===== config.mk =====
export PLATFORM = sky130hd
export DESIGN_NAME = frtc_timer
export DESIGN_NICKNAME = d
export VERILOG_FILES = /design/src/design/frtc_pkg.sv /design/src/design/frtc_edge.sv /design/src/design/frtc_capture.sv /design/src/design/frtc_timer.sv
export SDC_FILE = /design/constraint.sdc
export NUM_CORES = 1
export LEC_CHECK = 0
export BUFFER_PORTS_ARGS = -buffer_cell sky130_fd_sc_hd__clkbuf_2
export CAP_MARGIN = 20
export CORE_UTILIZATION = 43
export DETAILED_ROUTE_END_ITERATION = 16
export GPL_ROUTABILITY_DRIVEN = 1
export GPL_TIMING_DRIVEN = 0
export HOLD_SLACK_MARGIN = 0.05
export PLACE_DENSITY = 0.73
export SLEW_MARGIN = 40
export SYNTH_ARGS = -nofsm -noshare
export SYNTH_HDL_FRONTEND = slang
export SYNTH_SLANG_ARGS = --single-unit

===== constraint.sdc =====
create_clock -name pclk -period 2 [get_ports pclk]
set_input_delay 0.4 -clock pclk [delete_from_list [all_inputs] [get_ports pclk]]
set_output_delay 0.4 -clock pclk [all_outputs]
set_load 0.005 [all_outputs]

===== src/design/frtc_pkg.sv =====
// =============================================================
// Shared constants of the free-running timer.
package frtc_pkg;
  // Register byte addresses on the APB.
  localparam logic [7:0] ADDR_CTRL_ONE = 8'h00;
  localparam logic [7:0] ADDR_CTRL_TWO = 8'h04;
  localparam logic [7:0] ADDR_STATUS = 8'h08;
  localparam logic [7:0] ADDR_CNT_HI = 8'h0c;
  localparam logic [7:0] ADDR_CNT_LO = 8'h10;
  localparam logic [7:0] ADDR_ALT_HI = 8'h14;
  localparam logic [7:0] ADDR_ALT_LO = 8'h18;
  localparam logic [7:0] ADDR_CAP1_HI = 8'h1c;
  localparam logic [7:0] ADDR_CAP1_LO = 8'h20;
  localparam logic [7:0] ADDR_CAP2_HI = 8'h24;
  localparam logic [7:0] ADDR_CAP2_LO = 8'h28;
  // Control one fields.
  localparam int BIT_OVF_IE = 0;
  localparam int BIT_CAP_IE = 1;
  localparam int BIT_EDGE1 = 2;
  // Control two fields.
  localparam int BIT_CSEL_LO = 0;
  localparam int BIT_EXT_EDGE = 2;
  localparam int BIT_EDGE2 = 3;
  localparam int BIT_OPM = 4;
  localparam int BIT_PWM = 5;
  // Status fields.
  localparam int BIT_OVF = 0;
  localparam int BIT_CF1 = 1;
  localparam int BIT_CF2 = 2;
  // Reset and reload count, and the wrap point.
  localparam logic [15:0] COUNT_RELOAD = 16'hfffc;
  localparam logic [15:0] COUNT_TOP = 16'hffff;
  localparam logic [7:0] CTRL_RESET = 8'h00;
  // Clock select encodings.
  localparam logic [1:0] CSEL_DIV2 = 2'h0;
  localparam logic [1:0] CSEL_DIV4 = 2'h1;
  localparam logic [1:0] CSEL_DIV8 = 2'h2;
  localparam logic [1:0] CSEL_EXT = 2'h3;
endpackage


===== src/design/frtc_edge.sv =====
// =============================================================
// Pin synchroniser with selectable edge detection.
module frtc_edge
  import frtc_pkg::*;
(
  // Clock and reset.
  input wire logic pclk,
  input wire logic presetn,
  // Pin and edge choice.
  input wire logic pin,
  input wire logic rise_sel,
  // One-cycle pulse on the chosen edge.
  output logic hit
);
  // First stage feeds only the second stage.
  logic sync1_q;
  // Second stage, safe to read.
  logic sync2_q;
  // Previous synchronised level for edge detection.
  logic prev_q;

  // Two flip-flops guard against metastability, then one more for history.
  always_ff @(posedge pclk or negedge presetn)
  begin
    if (!presetn)
    begin
      sync1_q <= 1'b0;
      sync2_q <= 1'b0;
      prev_q <= 1'b0;
    end
    else
    begin
      sync1_q <= pin;
      sync2_q <= sync1_q;
      prev_q <= sync2_q;
    end
  end

  // Rising or falling transition, as selected.
  assign hit = rise_sel ? (sync2_q & ~prev_q) : (~sync2_q & prev_q);
endmodule // frtc_edge


===== src/design/frtc_capture.sv =====
// =============================================================
// One input-capture channel with its flag and read lock.
module frtc_capture
  import frtc_pkg::*;
(
  // Clock and reset.
  input wire logic pclk,
  input wire logic presetn,
  // Capture event and permission.
  input wire logic hit,
  input wire logic enable,
  input wire logic [15:0] count,
  // Register access strobes.
  input wire logic rd_high,
  input wire logic acc_low,
  input wire logic arm_set,
  // Captured value and flag.
  output logic [15:0] value_q,
  output logic flag_q
);
  // Set by a high byte read, released by the low byte access.
  logic lock_q;
  // First clearing step seen.
  logic arm_q;
  // A capture that is actually taken.
  logic take;

  assign take = hit & enable & ~lock_q;

  // Latch, flag and lock; a new capture wins over a clear in the same cycle.
  always_ff @(posedge pclk or negedge presetn)
  begin
    if (!presetn)
    begin
      value_q <= 16'h0000;
      flag_q <= 1'b0;
      lock_q <= 1'b0;
      arm_q <= 1'b0;
    end
    else
    begin
      if (take)
        value_q <= count;
      if (take)
        flag_q <= 1'b1;
      else if (arm_q && acc_low)
        flag_q <= 1'b0;
      lock_q <= rd_high | (lock_q & ~acc_low);
      arm_q <= arm_set | (arm_q & ~acc_low);
    end
  end
endmodule // frtc_capture


===== src/design/frtc_timer.sv =====
// =============================================================
// Free-running 16-bit timer with two capture channels, APB slave.
module frtc_timer
  import frtc_pkg::*;
(
  // Clock and reset.
  input wire logic pclk,
  input wire logic presetn,
  // APB slave.
  input wire logic psel,
  input wire logic penable,
  input wire logic pwrite,
  input wire logic [7:0] paddr,
  input wire logic [31:0] pwdata,
  output logic [31:0] prdata,
  output logic pready,
  output logic pslverr,
  // CPU side levels on this clock.
  input wire logic cpu_irq_mask,
  input wire logic halt_mode,
  // Timer pins.
  input wire logic ext_count_clock_pin,
  input wire logic capture_pin1,
  input wire logic capture_pin2,
  // Timer interrupt request.
  output logic timer_irq
);
  // =============================================================
  // State
  // Software control registers.
  logic [7:0] control_reg_one_q;
  logic [7:0] control_reg_two_q;
  // Live count and its next value.
  logic [15:0] count_q;
  logic [15:0] count_d;
  // Low byte buffer for the 16-bit read sequence.
  logic [7:0] cnt_buf_q;
  logic cnt_lock_q;
  // Overflow flag and first clear step.
  logic overflow_flag_q;
  logic ovf_arm_q;
  // Free-running prescaler.
  logic [2:0] div_q;
  // Registered bus answer.
  logic [31:0] prdata_q;
  logic pready_q;
  logic pslverr_q;
  logic timer_irq_q;

  // =============================================================
  // Bus decode
  // Setup phase, when the answer is prepared.
  wire setup = psel & ~penable;
  // Access edge, where effects happen.
  wire access = psel & penable & pready_q;
  wire rd = access & ~pwrite;
  wire wr = access & pwrite;
  wire hit_ctl1 = paddr == ADDR_CTRL_ONE;
  wire hit_ctl2 = paddr == ADDR_CTRL_TWO;
  wire hit_stat = paddr == ADDR_STATUS;
  wire hit_chi = paddr == ADDR_CNT_HI;
  wire hit_clo = paddr == ADDR_CNT_LO;
  wire hit_ahi = paddr == ADDR_ALT_HI;
  wire hit_alo = paddr == ADDR_ALT_LO;
  wire hit_c1h = paddr == ADDR_CAP1_HI;
  wire hit_c1l = paddr == ADDR_CAP1_LO;
  wire hit_c2h = paddr == ADDR_CAP2_HI;
  wire hit_c2l = paddr == ADDR_CAP2_LO;
  wire mapped = hit_ctl1 | hit_ctl2 | hit_stat | hit_chi | hit_clo | hit_ahi | hit_alo |
                hit_c1h | hit_c1l | hit_c2h | hit_c2l;

  // Control fields.
  wire [1:0] clock_select_field = control_reg_two_q[BIT_CSEL_LO +: 2];
  wire ext_clock_edge_select = control_reg_two_q[BIT_EXT_EDGE];
  wire overflow_irq_enable = control_reg_one_q[BIT_OVF_IE];
  wire capture_irq_enable = control_reg_one_q[BIT_CAP_IE];
  wire pulse_modes = control_reg_two_q[BIT_OPM] | control_reg_two_q[BIT_PWM];

  // =============================================================
  // Clock source
  // Edge pulse from the external count clock.
  logic ext_hit;
  // Internal prescaler tick.
  logic tick_int;
  // Tick that really advances the count.
  logic tick;

  frtc_edge u_ext_edge (
    .pclk(pclk),
    .presetn(presetn),
    .pin(ext_count_clock_pin),
    .rise_sel(ext_clock_edge_select),
    .hit(ext_hit)
  );

  assign tick_int = (clock_select_field == CSEL_DIV2) ? div_q[0] :
                    (clock_select_field == CSEL_DIV4) ? &div_q[1:0] : &div_q;
  assign tick = ~halt_mode & ((clock_select_field == CSEL_EXT) ? ext_hit : tick_int);

  always_ff @(posedge pclk or negedge presetn)
  begin
    if (!presetn)
      div_q <= 3'h0;
    else
      div_q <= div_q + 3'h1;
  end

  // =============================================================
  // Counter
  // Either low byte written reloads the count.
  wire wr_low = wr & (hit_clo | hit_alo);
  // Wrap happens when a tick meets the top value.
  wire wrap = tick & ~wr_low & (count_q == COUNT_TOP);

  assign count_d = wr_low ? COUNT_RELOAD : (tick ? count_q + 16'h0001 : count_q);

  // single-clock update
  // The count moves only on pclk, so pin edges arrive two cycles late but never glitch it.
  always_ff @(posedge pclk or negedge presetn)
  begin
    if (!presetn)
      count_q <= COUNT_RELOAD;
    else
      count_q <= count_d;
  end

  // =============================================================
  // Read buffering and overflow flag
  wire rd_cnt_high = rd & (hit_chi | hit_ahi);
  // The low byte is taken at the setup edge, where the high byte is sampled too, so a carry cannot split the pair.
  wire setup_cnt_high = setup & ~pwrite & (hit_chi | hit_ahi);
  wire rd_cnt_low = rd & (hit_clo | hit_alo);
  // Only the primary low byte counts as the second clearing step.
  wire acc_clo = access & hit_clo;
  // The first step uses the value software actually saw.
  wire stat_seen_ovf = rd & hit_stat & prdata_q[BIT_OVF];

  always_ff @(posedge pclk or negedge presetn)
  begin
    if (!presetn)
    begin
      cnt_buf_q <= 8'h00;
      cnt_lock_q <= 1'b0;
    end
    else
    begin
      if (setup_cnt_high && !cnt_lock_q)
        cnt_buf_q <= count_q[7:0];
      cnt_lock_q <= rd_cnt_high | (cnt_lock_q & ~rd_cnt_low);
    end
  end

  always_ff @(posedge pclk or negedge presetn)
  begin
    if (!presetn)
    begin
      overflow_flag_q <= 1'b0;
      ovf_arm_q <= 1'b0;
    end
    else
    begin
      if (wrap)
        overflow_flag_q <= 1'b1;
      else if (ovf_arm_q && acc_clo)
        overflow_flag_q <= 1'b0;
      ovf_arm_q <= stat_seen_ovf | (ovf_arm_q & ~acc_clo);
    end
  end

  // =============================================================
  // Capture channels
  logic cap1_hit;
  logic cap2_hit;
  logic [15:0] cap1_q;
  logic [15:0] cap2_q;
  logic cf1;
  logic cf2;

  frtc_edge u_cap1_edge (
    .pclk(pclk),
    .presetn(presetn),
    .pin(capture_pin1),
    .rise_sel(control_reg_one_q[BIT_EDGE1]),
    .hit(cap1_hit)
  );

  frtc_edge u_cap2_edge (
    .pclk(pclk),
    .presetn(presetn),
    .pin(capture_pin2),
    .rise_sel(control_reg_two_q[BIT_EDGE2]),
    .hit(cap2_hit)
  );

  frtc_capture u_cap1 (
    .pclk(pclk),
    .presetn(presetn),
    .hit(cap1_hit),
    .enable(~pulse_modes),
    .count(count_q),
    .rd_high(rd & hit_c1h),
    .acc_low(access & hit_c1l),
    .arm_set(rd & hit_stat & prdata_q[BIT_CF1]),
    .value_q(cap1_q),
    .flag_q(cf1)
  );

  frtc_capture u_cap2 (
    .pclk(pclk),
    .presetn(presetn),
    .hit(cap2_hit),
    .enable(1'b1),
    .count(count_q),
    .rd_high(rd & hit_c2h),
    .acc_low(access & hit_c2l),
    .arm_set(rd & hit_stat & prdata_q[BIT_CF2]),
    .value_q(cap2_q),
    .flag_q(cf2)
  );

  // =============================================================
  // Register writes and read mux
  // live low byte when not locked
  wire [7:0] low_view = cnt_lock_q ? cnt_buf_q : count_q[7:0];
  wire [7:0] status_view = {5'h00, cf2, cf1, overflow_flag_q};
  // both views show the same count
  wire [7:0] rd_byte = hit_ctl1 ? control_reg_one_q :
                       hit_ctl2 ? control_reg_two_q :
                       hit_stat ? status_view :
                       (hit_chi | hit_ahi) ? count_q[15:8] :
                       (hit_clo | hit_alo) ? low_view :
                       hit_c1h ? cap1_q[15:8] :
                       hit_c1l ? cap1_q[7:0] :
                       hit_c2h ? cap2_q[15:8] :
                       hit_c2l ? cap2_q[7:0] : 8'h00;

  // Control registers take the low byte lane of a write.
  always_ff @(posedge pclk or negedge presetn)
  begin
    if (!presetn)
    begin
      control_reg_one_q <= CTRL_RESET;
      control_reg_two_q <= CTRL_RESET;
    end
    else
    begin
      if (wr && hit_ctl1)
        control_reg_one_q <= pwdata[7:0];
      if (wr && hit_ctl2)
        control_reg_two_q <= pwdata[7:0];
    end
  end

  // The answer is built in the setup cycle so every bus output is a flip-flop.
  // This costs no wait state: pready rises together with penable.
  always_ff @(posedge pclk or negedge presetn)
  begin
    if (!presetn)
    begin
      prdata_q <= 32'h0000_0000;
      pready_q <= 1'b0;
      pslverr_q <= 1'b0;
    end
    else
    begin
      pready_q <= setup;
      pslverr_q <= setup & ~mapped;
      if (setup)
        prdata_q <= {24'h000000, pwrite ? 8'h00 : rd_byte};
    end
  end

  // shared capture enable
  // Pending flags simply wait here until the mask clears.
  always_ff @(posedge pclk or negedge presetn)
  begin
    if (!presetn)
      timer_irq_q <= 1'b0;
    else
      timer_irq_q <= ~cpu_irq_mask & ((overflow_flag_q & overflow_irq_enable) |
                                      ((cf1 | cf2) & capture_irq_enable));
  end

  assign prdata = prdata_q;
  assign pready = pready_q;
  assign pslverr = pslverr_q;
  assign timer_irq = timer_irq_q;
endmodule // frtc_timer


* Word-level counts from Yosys, hierarchy flattened
Index checks and enable logic that the tools add are counted.
** Storage, ports and cells
- Bits of input ports :: 50
- Word-level logic and storage cells :: 165
- Bits in registers :: 104
** Operators by class
- Bitwise logic cells :: 81
- Add/sub/neg operators :: 2
- Eq/ne operators :: 13
- Reduce and logical (&&, ||, !) cells :: 15
- Muxes and demuxes :: 25
** Operator list (count)
- 8-bit two-way mux :: 11
- 1-bit AND :: 41
- 8-bit by 5-bit == test with 1-bit output, second input constant :: 4
- 16-bit two-way mux :: 2
- 8-bit by 6-bit == test with 1-bit output, second input constant :: 3
- 1-bit bitwise OR :: 21
- 1-bit NOT :: 19
- 16-bit by 1-bit adder with 16-bit output, second input constant :: 1
- 16-bit == test, second input constant :: 1
- 8-bit by 4-bit == test with 1-bit output, second input constant :: 2
- 1-bit two-way mux :: 12
- 8-bit by 3-bit == test with 1-bit output, second input constant :: 1
- 8-bit zero test :: 1
- 2-bit nonzero test :: 4
- 1-bit logical AND :: 6
- 3-bit by 1-bit adder with 3-bit output, second input constant :: 1
- 3-bit AND reduction :: 1
- 2-bit by 1-bit == test with 1-bit output, second input constant :: 1
- 2-bit == test, second input constant :: 1
- 2-bit zero test :: 1
- 2-bit AND reduction :: 1
- 1-bit zero test :: 1

* Logic depth before layout (Yosys ltp)
Gate-level depths: netlist of the first run.
- Depth in word-level cells :: 13
- Gate-level depth with buffers :: 8

* Modules after synthesis
Synthesis of the first run repeated with hierarchy kept, for this count alone.
** Second synthesis, totals
- Cell total of the unflattened synthesis :: 483
- Area total of the unflattened synthesis :: 5449.0 um^2
** Modules (own cells, without submodules)
- frtc_timer :: cells an instance 381, seq. area each 1443.9 um^2, area an instance 3649.8 um^2, instances 1
- frtc_capture :: cells an instance 42, seq. area each 475.5 um^2, area an instance 753.2 um^2, instances 2
- frtc_edge :: cells an instance 6, seq. area each 75.1 um^2, area an instance 97.6 um^2, instances 3

* Worst setup path before layout of the first run
No wires, ideal clock.
- Kind :: input-to-reg
- From :: input paddr[7]
- To :: register control_reg_two_q[0]
- Slack :: -0.474 ns
- Buffers on the path :: 2
- Data arrival time :: 2.349 ns
- Cell stages on the path :: 6
- Required time :: 1.875 ns
- Cells stage by stage :: or4_1 clkbuf_1 or3_1 buf_2 nor4b_4 mux2_2
** Between the ends
- Longest elaborated chain between the ends :: 2
** RTL lines
- from (decl) :: RTL line frtc_timer.sv:13 : input wire logic [7:0] paddr,
- 8-bit by 3-bit == test with 1-bit output :: RTL line frtc_timer.sv:59 : wire hit_ctl2 = paddr == ADDR_CTRL_TWO;
- 1-bit logical AND :: RTL line frtc_timer.sv:249 : if (wr && hit_ctl2)
- to (signal assigned) :: RTL line frtc_timer.sv:250 : control_reg_two_q <= pwdata[7:0];
- to (decl) :: RTL line frtc_timer.sv:32 : logic [7:0] control_reg_two_q;
Every way passes these cells.
A chain may end at the register's enable or synchronous reset.

* Worst setup path in the final report of the first run
- From :: input paddr[0]
- To :: register control_reg_two_q[2]
The elaborated chain is that of the path after synthesis.

==> out/summary.txt, run 1 <==
Register area share after synthesis: 49.4%
Rel. slew slack: 55.4%
Failing checks: negative setup slack
Top cell type's share of synthesized area: 42.5%
Synth area leaders: dfrtp_1, mux2_2, dfstp_2, mux2i_1, buf_4
Tmin final: 2020 ps
Synth Instances: 498
Yosys warning count: 0
Fillcell total: 1063
Adder-Cell Fraction of Synth Area: 0.708%
Largest net degree at the start of global routing: 65
Antenna violations before repair: 0
Final critical-path share of the clock period: 101%
Cell row count: 40
Clock transition at path regs: 60 ps
Post-synth cell types: 49
CP Class: in2reg
Leak: 0.00298 uW
Achievable Freq: 0.495 GHz
Width of the chip: 113 um
Post-synthesis compound-gate area fraction: 10.6%
Critical path required time: 2230 ps
Vias in the first global route: 4184
Pins Over Slew Limit: 0
Total track usage: 21.1%
Placed cells: 705
Root Buffer: clkbuf_16
FF+latch count, synth: 104
Register area: 0.00262 mm2
CTS tree: built
Top_reg_cell synth: dfrtp_1
Post-synthesis cell area: 0.00530 mm2
Worst-Skew Late Latency: 350 ps
Core footprint: 0.0120 mm2
Top-count cell post-synth: dfrtp_1
1st-iter DRT viols: 194
RSZ-0062 raised after global routing: yes
Post-synthesis simple-gate area fraction: 15.5%
Clock buffer depth: 2
Crit path DAT: 2250 ps
Cell taking the most area after synthesis: dfrtp_1
H-tree depth: 3
DP HPWL: 9.08 mm
Cell area after layout: 0.00629 mm2
Max-Cap Viols: 0
DR pass1 iterations: 4
Starting density of the core: 44.1%
Post-synth EDFFs: 0
Largest family of logic cells by synthesized area: multiplexers
Area occupied by multi-input gates: 0.00259 mm2
First-pass GRT wire length: 21.0 mm
Final net count: 624
WL per Instance: 17.3 um
Global route overflow: 0
Most instantiated cells after synthesis: dfrtp_1, mux2_2, nand2_1
Worst Setup End Kind: register
Hold Violations, Final: 0
DRC viols: 0
Setup TNS: -82.7 ps
Vias/cell: 5.56
DRT antenna net count: 0
TritonCTS buffer count: 9
Via count: 4018
IO Port Bufs: 36
Final worst setup slack: -21.6 ps
Antenna diodes: 0
WL final: 12.5 mm
Gpl congestion: 0.895
CTS Sinks: 104
IO Pins: 85
P&R area growth vs syn: 18.7%
Startpoint Class: primary input
Final Setup Violations: 7
Pwr dens: 717 mW/mm2
Die Y: 113 um
Syn_area_per_cell: 10.6 um2
HP Class: in2reg
Die Area: 0.0128 mm2
Ys async rst share: 100%
Ratio of cells with drive above 1 in the final layout: 34.0%
Clock Skews: 7.35 ps
Post-Synth XOR/XNOR Area: 1.98%
Tightest Pin Transition: 666 ps
Critical path fanouts, max: 3
Core Util, Final: 52.4%
Max VDD drop: 0.373 mV
Mux cell area share after synthesis: 15.9%
Status: finished with violations
Non-filler cells, final: 723
DP Area: 0.00581 mm2
[cells in the final DEF (no fill, tap or decap), drive strengths merged, types with 4 or more instances in the layout]
cell	netlist	routed
mux2	59	59
nand2	48	48
clkbuf	23	59
inv	8	8
o21ai	24	24
a21o	7	7
a22o	8	8
a21oi	11	11
and3	6	6
dfstp	14	14
nand4	9	9
xor2	11	11
o221ai	7	7
mux2i	18	18
nor2	37	37
a31o	4	4
and2	11	11
o311ai	4	4
or3	8	8
nor2b	7	7
nor4	5	5
buf	27	39
nand3	14	14
dfrtp	90	90
conb	1	24
[layer usage]
layer  up-vias  part of all wire, %  global-route usage, %
met1      1965                   43                   26.5
met3        29                  5.1                   3.16
li1       1877                    -                      -
met2       147                   49                   34.8
met4         0                  2.7                   12.2
met5         -                    0                      0
[through the flow]
| stage | total power (uW) | setup WS [ps] | hold WS (ps) |
|---|---|---|---|
| after floorplan | 2620 | -422 | 104 |
| after global placement | 2790 | -919 | 335 |
| after detailed placement | 2820 | -924 | 337 |
| after CTS | 4530 | -184 | 153 |
| after global routing | 4700 | -43.2 | 157 |
| final | 4510 | -21.6 | 156 |
[registers in the layout, indices dropped and copies added (netlist names), 3 cells and up]
register and count:
cnt_buf_q 8, control_reg_one_q 8, control_reg_two_q 8, count_q 16
div_q 3, prdata 8, u_cap1.value_q 16, u_cap2.value_q 16
[where the power goes]
part	total (uW)	leakage (uW)	internal [uW]	switching, uW
Combinational	483	0.00150	215	268
Sequential	2320	0.00134	2220	106
Clock	1710	0.000138	963	747
[critical path, stage by stage]
cell and delay, ps:
buf_8 90, or4_4 570, or3_4 410, nor4b_4 270, buf_4 210, mux2_4 300
[layout make-up]
type	instances	share of cell area, %
flip-flops and latches	104	41.6
multi-input cells	359	41.1
repair buffers	48	5.11
plain buffers	41	4.14
clock buffers	10	3.64
well taps	147	2.92
clock inverters	6	0.954
inverters	8	0.477
[logic make-up (layout without fill, tap and decap cells)]
family	count (synthesis)	in the layout
AOI/OAI and AO/OA	81	81
xor gates and xnor gates	12	12
adders and majority gates	3	3
buffers and inverters	58	113
DFF	104	104
muxes	77	77
other	1	24
and+or+nand+nor	162	162
[path summary, 6_finish.rpt]
kind | slack, ps | depth (start not counted) | from | to
max | -20 | 6 | paddr[0] | control_reg_two_q[2]$_DFFE_PN0P_
min | 160 | 1 | ext_count_clock_pin | u_ext_edge.sync1_q$_DFF_PN0_
max reg2reg | 150 | 7 | div_q[0]$_DFF_PN0_ | count_q[15]$_DFFE_PN1P_
min reg2reg | 350 | 0 | u_ext_edge.sync1_q$_DFF_PN0_ | u_ext_edge.sync2_q$_DFF_PN0_
max in group asynchronous | 840 | 3 | presetn | count_q[8]$_DFFE_PN1P_
min in group asynchronous | 520 | 2 | presetn | cnt_buf_q[3]$_DFFE_PN0P_
[timing repair]
action / 4_1_cts / 5_1_grt
hold buffers: 1 / 0
pin swaps: 3 / 3
endpoints found under the setup margin: 64 / 70
endpoints found under the hold margin: 31 / 0
buffers inserted: 8 / 2
resized for setup: 19 / 35
Power figures use the tool's default switching activity.
==> run 2: changes to the inputs <==
CORE_ASPECT_RATIO = 0.75   (was not set)
==> out/summary.txt, run 2 (same netlist as run 1, synthesis figures left out) <==
Status: finished with violations
Failing checks: negative setup slack
Clock power share: 38.1% (+0.2 points)
Commonest non-fill, non-tap cell in the layout: dfrtp_1
Cell area after layout: 0.00631 mm2 (+0.24%)
Die Y: 98.1 um (-13%)
Critical path fanouts, max: 4 (+1)
Worst Setup End Kind: register
Leading registers by flop count: count_q: 16 flops, u_cap1.value_q: 16 flops, u_cap2.value_q: 16 flops
Antenna diodes: 0 (unchanged)
DRC viols: 0 (unchanged)
Placed cells: 720 (+2.1%)
Starting density of the core: 45.0% (+0.85 points)
Cell row count: 34 (-15%)
WL final: 13.1 mm (+4.2%)
1st-iter DRT viols: 277 (+43%)
Width of the chip: 130 um (+15%)
Leak: 0.00298 uW (about the same)
Cell Int Power: 3410 uW (+0.60%)
Antenna violations before repair: 0 (unchanged)
Fillcell total: 1065 (+0.19%)
DP HPWL: 9.55 mm (+5.2%)
Pins Over Slew Limit: 0 (unchanged)
Hold Violations, Final: 0 (unchanged)
Vias/cell: 5.60 (+0.69%)
Worst-Skew Late Latency: 350 ps (about the same)
Slowest cell on the critical path: or4_4
Vias in the first global route: 3999 (-4.4%)
Final Setup Violations: 7 (unchanged)
IO Port Bufs: 36 (unchanged)
Clock buffer depth: 2 (unchanged)
Pwr dens: 719 mW/mm2 (+0.17%)
Final net count: 623 (-0.16%)
Crit path DAT: 2310 ps (+60 ps)
Register area: 0.00262 mm2 (unchanged)
Pre-CTS WS: -868 ps (+56.4 ps)
Most frequent cells in the layout: dfrtp_1, mux2_2, nand2_1, clkbuf_2, nor2_1
Crit-path max cell delay: 560 ps (about the same)
Gpl congestion: 0.910 (+1.7%)
DP Area: 0.00583 mm2 (+0.37%)
Rel. slew slack: 59.4% (+4.0 points)
CTS Sinks: 104 (unchanged)
Tightest Pin Transition: 609 ps (-57.1 ps)
CP Class: in2reg
Switch Pwr: 1120 uW (-0.16%)
Max-Cap Viols: 0 (unchanged)
RSZ-0062 raised after global routing: yes
Sw Share: 24.7% (-0.14 points)
Global route overflow: 0 (unchanged)
DRT antenna net count: 0 (unchanged)
Total track usage: 21.7% (+0.63 points)
DR pass1 iterations: 5 (+1)
Core footprint: 0.0118 mm2 (-1.9%)
Achievable Freq: 0.481 GHz (-2.8%)
Max VDD drop: 0.495 mV (+33%)
HP Class: in2reg
Root Buffer: clkbuf_16
Hold WS: 155 ps (-0.0830 ps)
TritonCTS buffer count: 9 (unchanged)
Ratio of cells with drive above 1 in the final layout: 33.2% (-0.81 points)
Combinational share of power: 10.5% (-0.2 points)
Clock Skews: 9.89 ps (+2.55 ps)
H-tree depth: 3 (unchanged)
Die Area: 0.0128 mm2 (about the same)
Critical path required time: 2230 ps (about the same)
Via count: 4124 (+2.6%)
Setup TNS: -504 ps (-421 ps)
Tmin final: 2080 ps (+58.7 ps)
IO Pins: 85 (unchanged)
Non-filler cells, final: 737 (+1.9%)
Final worst setup slack: -80.3 ps (-58.7 ps)
Startpoint Class: primary input
Clock transition at path regs: 70 ps (about the same)
Area occupied by multi-input gates: 0.00258 mm2 (-0.29%)
WL per Instance: 17.7 um (+2.2%)
Largest net degree at the start of global routing: 73 (+12%)
Final critical-path share of the clock period: 104% (+2.9 points)
P&R area growth vs syn: 19.0%
Critical path cell sequence: buf_8, or4_4, or3_4, nor4b_4, buf_6, mux2_4
Seq pwr share: 51.4% (about the same)
CTS tree: built
First-pass GRT wire length: 21.0 mm (unchanged)
-- run 2: changes by cell type in the layout (fill, tap and decap cells not counted), moves of 2 or more --
cell / delta
buf_4: -4
clkbuf_8: +4
clkinvlp_4: -2
buf_6: +2
clkinv_2: -3
clkbuf_1: +2
-- run 2: critical path: cells and delay by family --
kind | cells | cell delay (ps)
mux | 1 | 300
simple gates | 3 | 1320
buf+inv | 2 | 280
-- run 2: stage by stage --
stage | util [%] | total power (uW)
2_1_floorplan | - | 2620
5_1_grt | 53.5 | 4720
6_report | 53.5 | 4530
4_1_cts | 53.0 | 4550
3_5_place_dp | 49.5 | 2830
3_3_place_gp | 49.1 | 2790
-- run 2: repair_timing --
action	CTS	global route
pin swaps	2	3
gates resized for setup	20	33
endpoints found under the hold margin	32	0
endpoints found under the setup margin	69	59
cloned	0	0
hold buffers	1	0
setup buffers	6	2
-- run 2: cell type report --
class	instances	area share (%)
buffer	42	4.19
clock buffer	15	4.56
clock inverter	1	0.139
inverter	8	0.476
multi-input combinational	359	40.9
sequential	104	41.5
tap	162	3.21
timing repair buffer	46	4.98
-- run 2: power groups by stage --
stage / sequential, uW / clock, uW / combinational [uW]
floorplan: 2310 / 0 / 317
global placement: 2330 / 0 / 460
detailed placement: 2340 / 0 / 487
CTS: 2330 / 1760 / 465
global route: 2350 / 1840 / 535
finish: 2330 / 1730 / 478
-- run 2: worst paths after layout --
path	start	end	slack (ps)	cells past startpoint
min in group asynchronous	presetn	control_reg_two_q[5]$_DFFE_PN0P_	530	2
min reg2reg	u_cap2_edge.sync1_q$_DFF_PN0_	u_cap2_edge.sync2_q$_DFF_PN0_	350	0
min	capture_pin1	u_cap1_edge.sync1_q$_DFF_PN0_	160	1
max	paddr[0]	control_reg_two_q[5]$_DFFE_PN0P_	-80	6
max reg2reg	div_q[0]$_DFF_PN0_	count_q[15]$_DFFE_PN1P_	150	7
max in group asynchronous	presetn	count_q[7]$_DFFE_PN1P_	790	3
-- run 2: per-layer routing --
layer | GRT usage (%) | wire length [um] | up-vias
met5 | 0 | 0 | -
met4 | 6.08 | 191 | 0
met3 | 6.47 | 962 | 20
met2 | 32.6 | 6000 | 148
met1 | 30.4 | 5910 | 2079
li1 | - | - | 1877
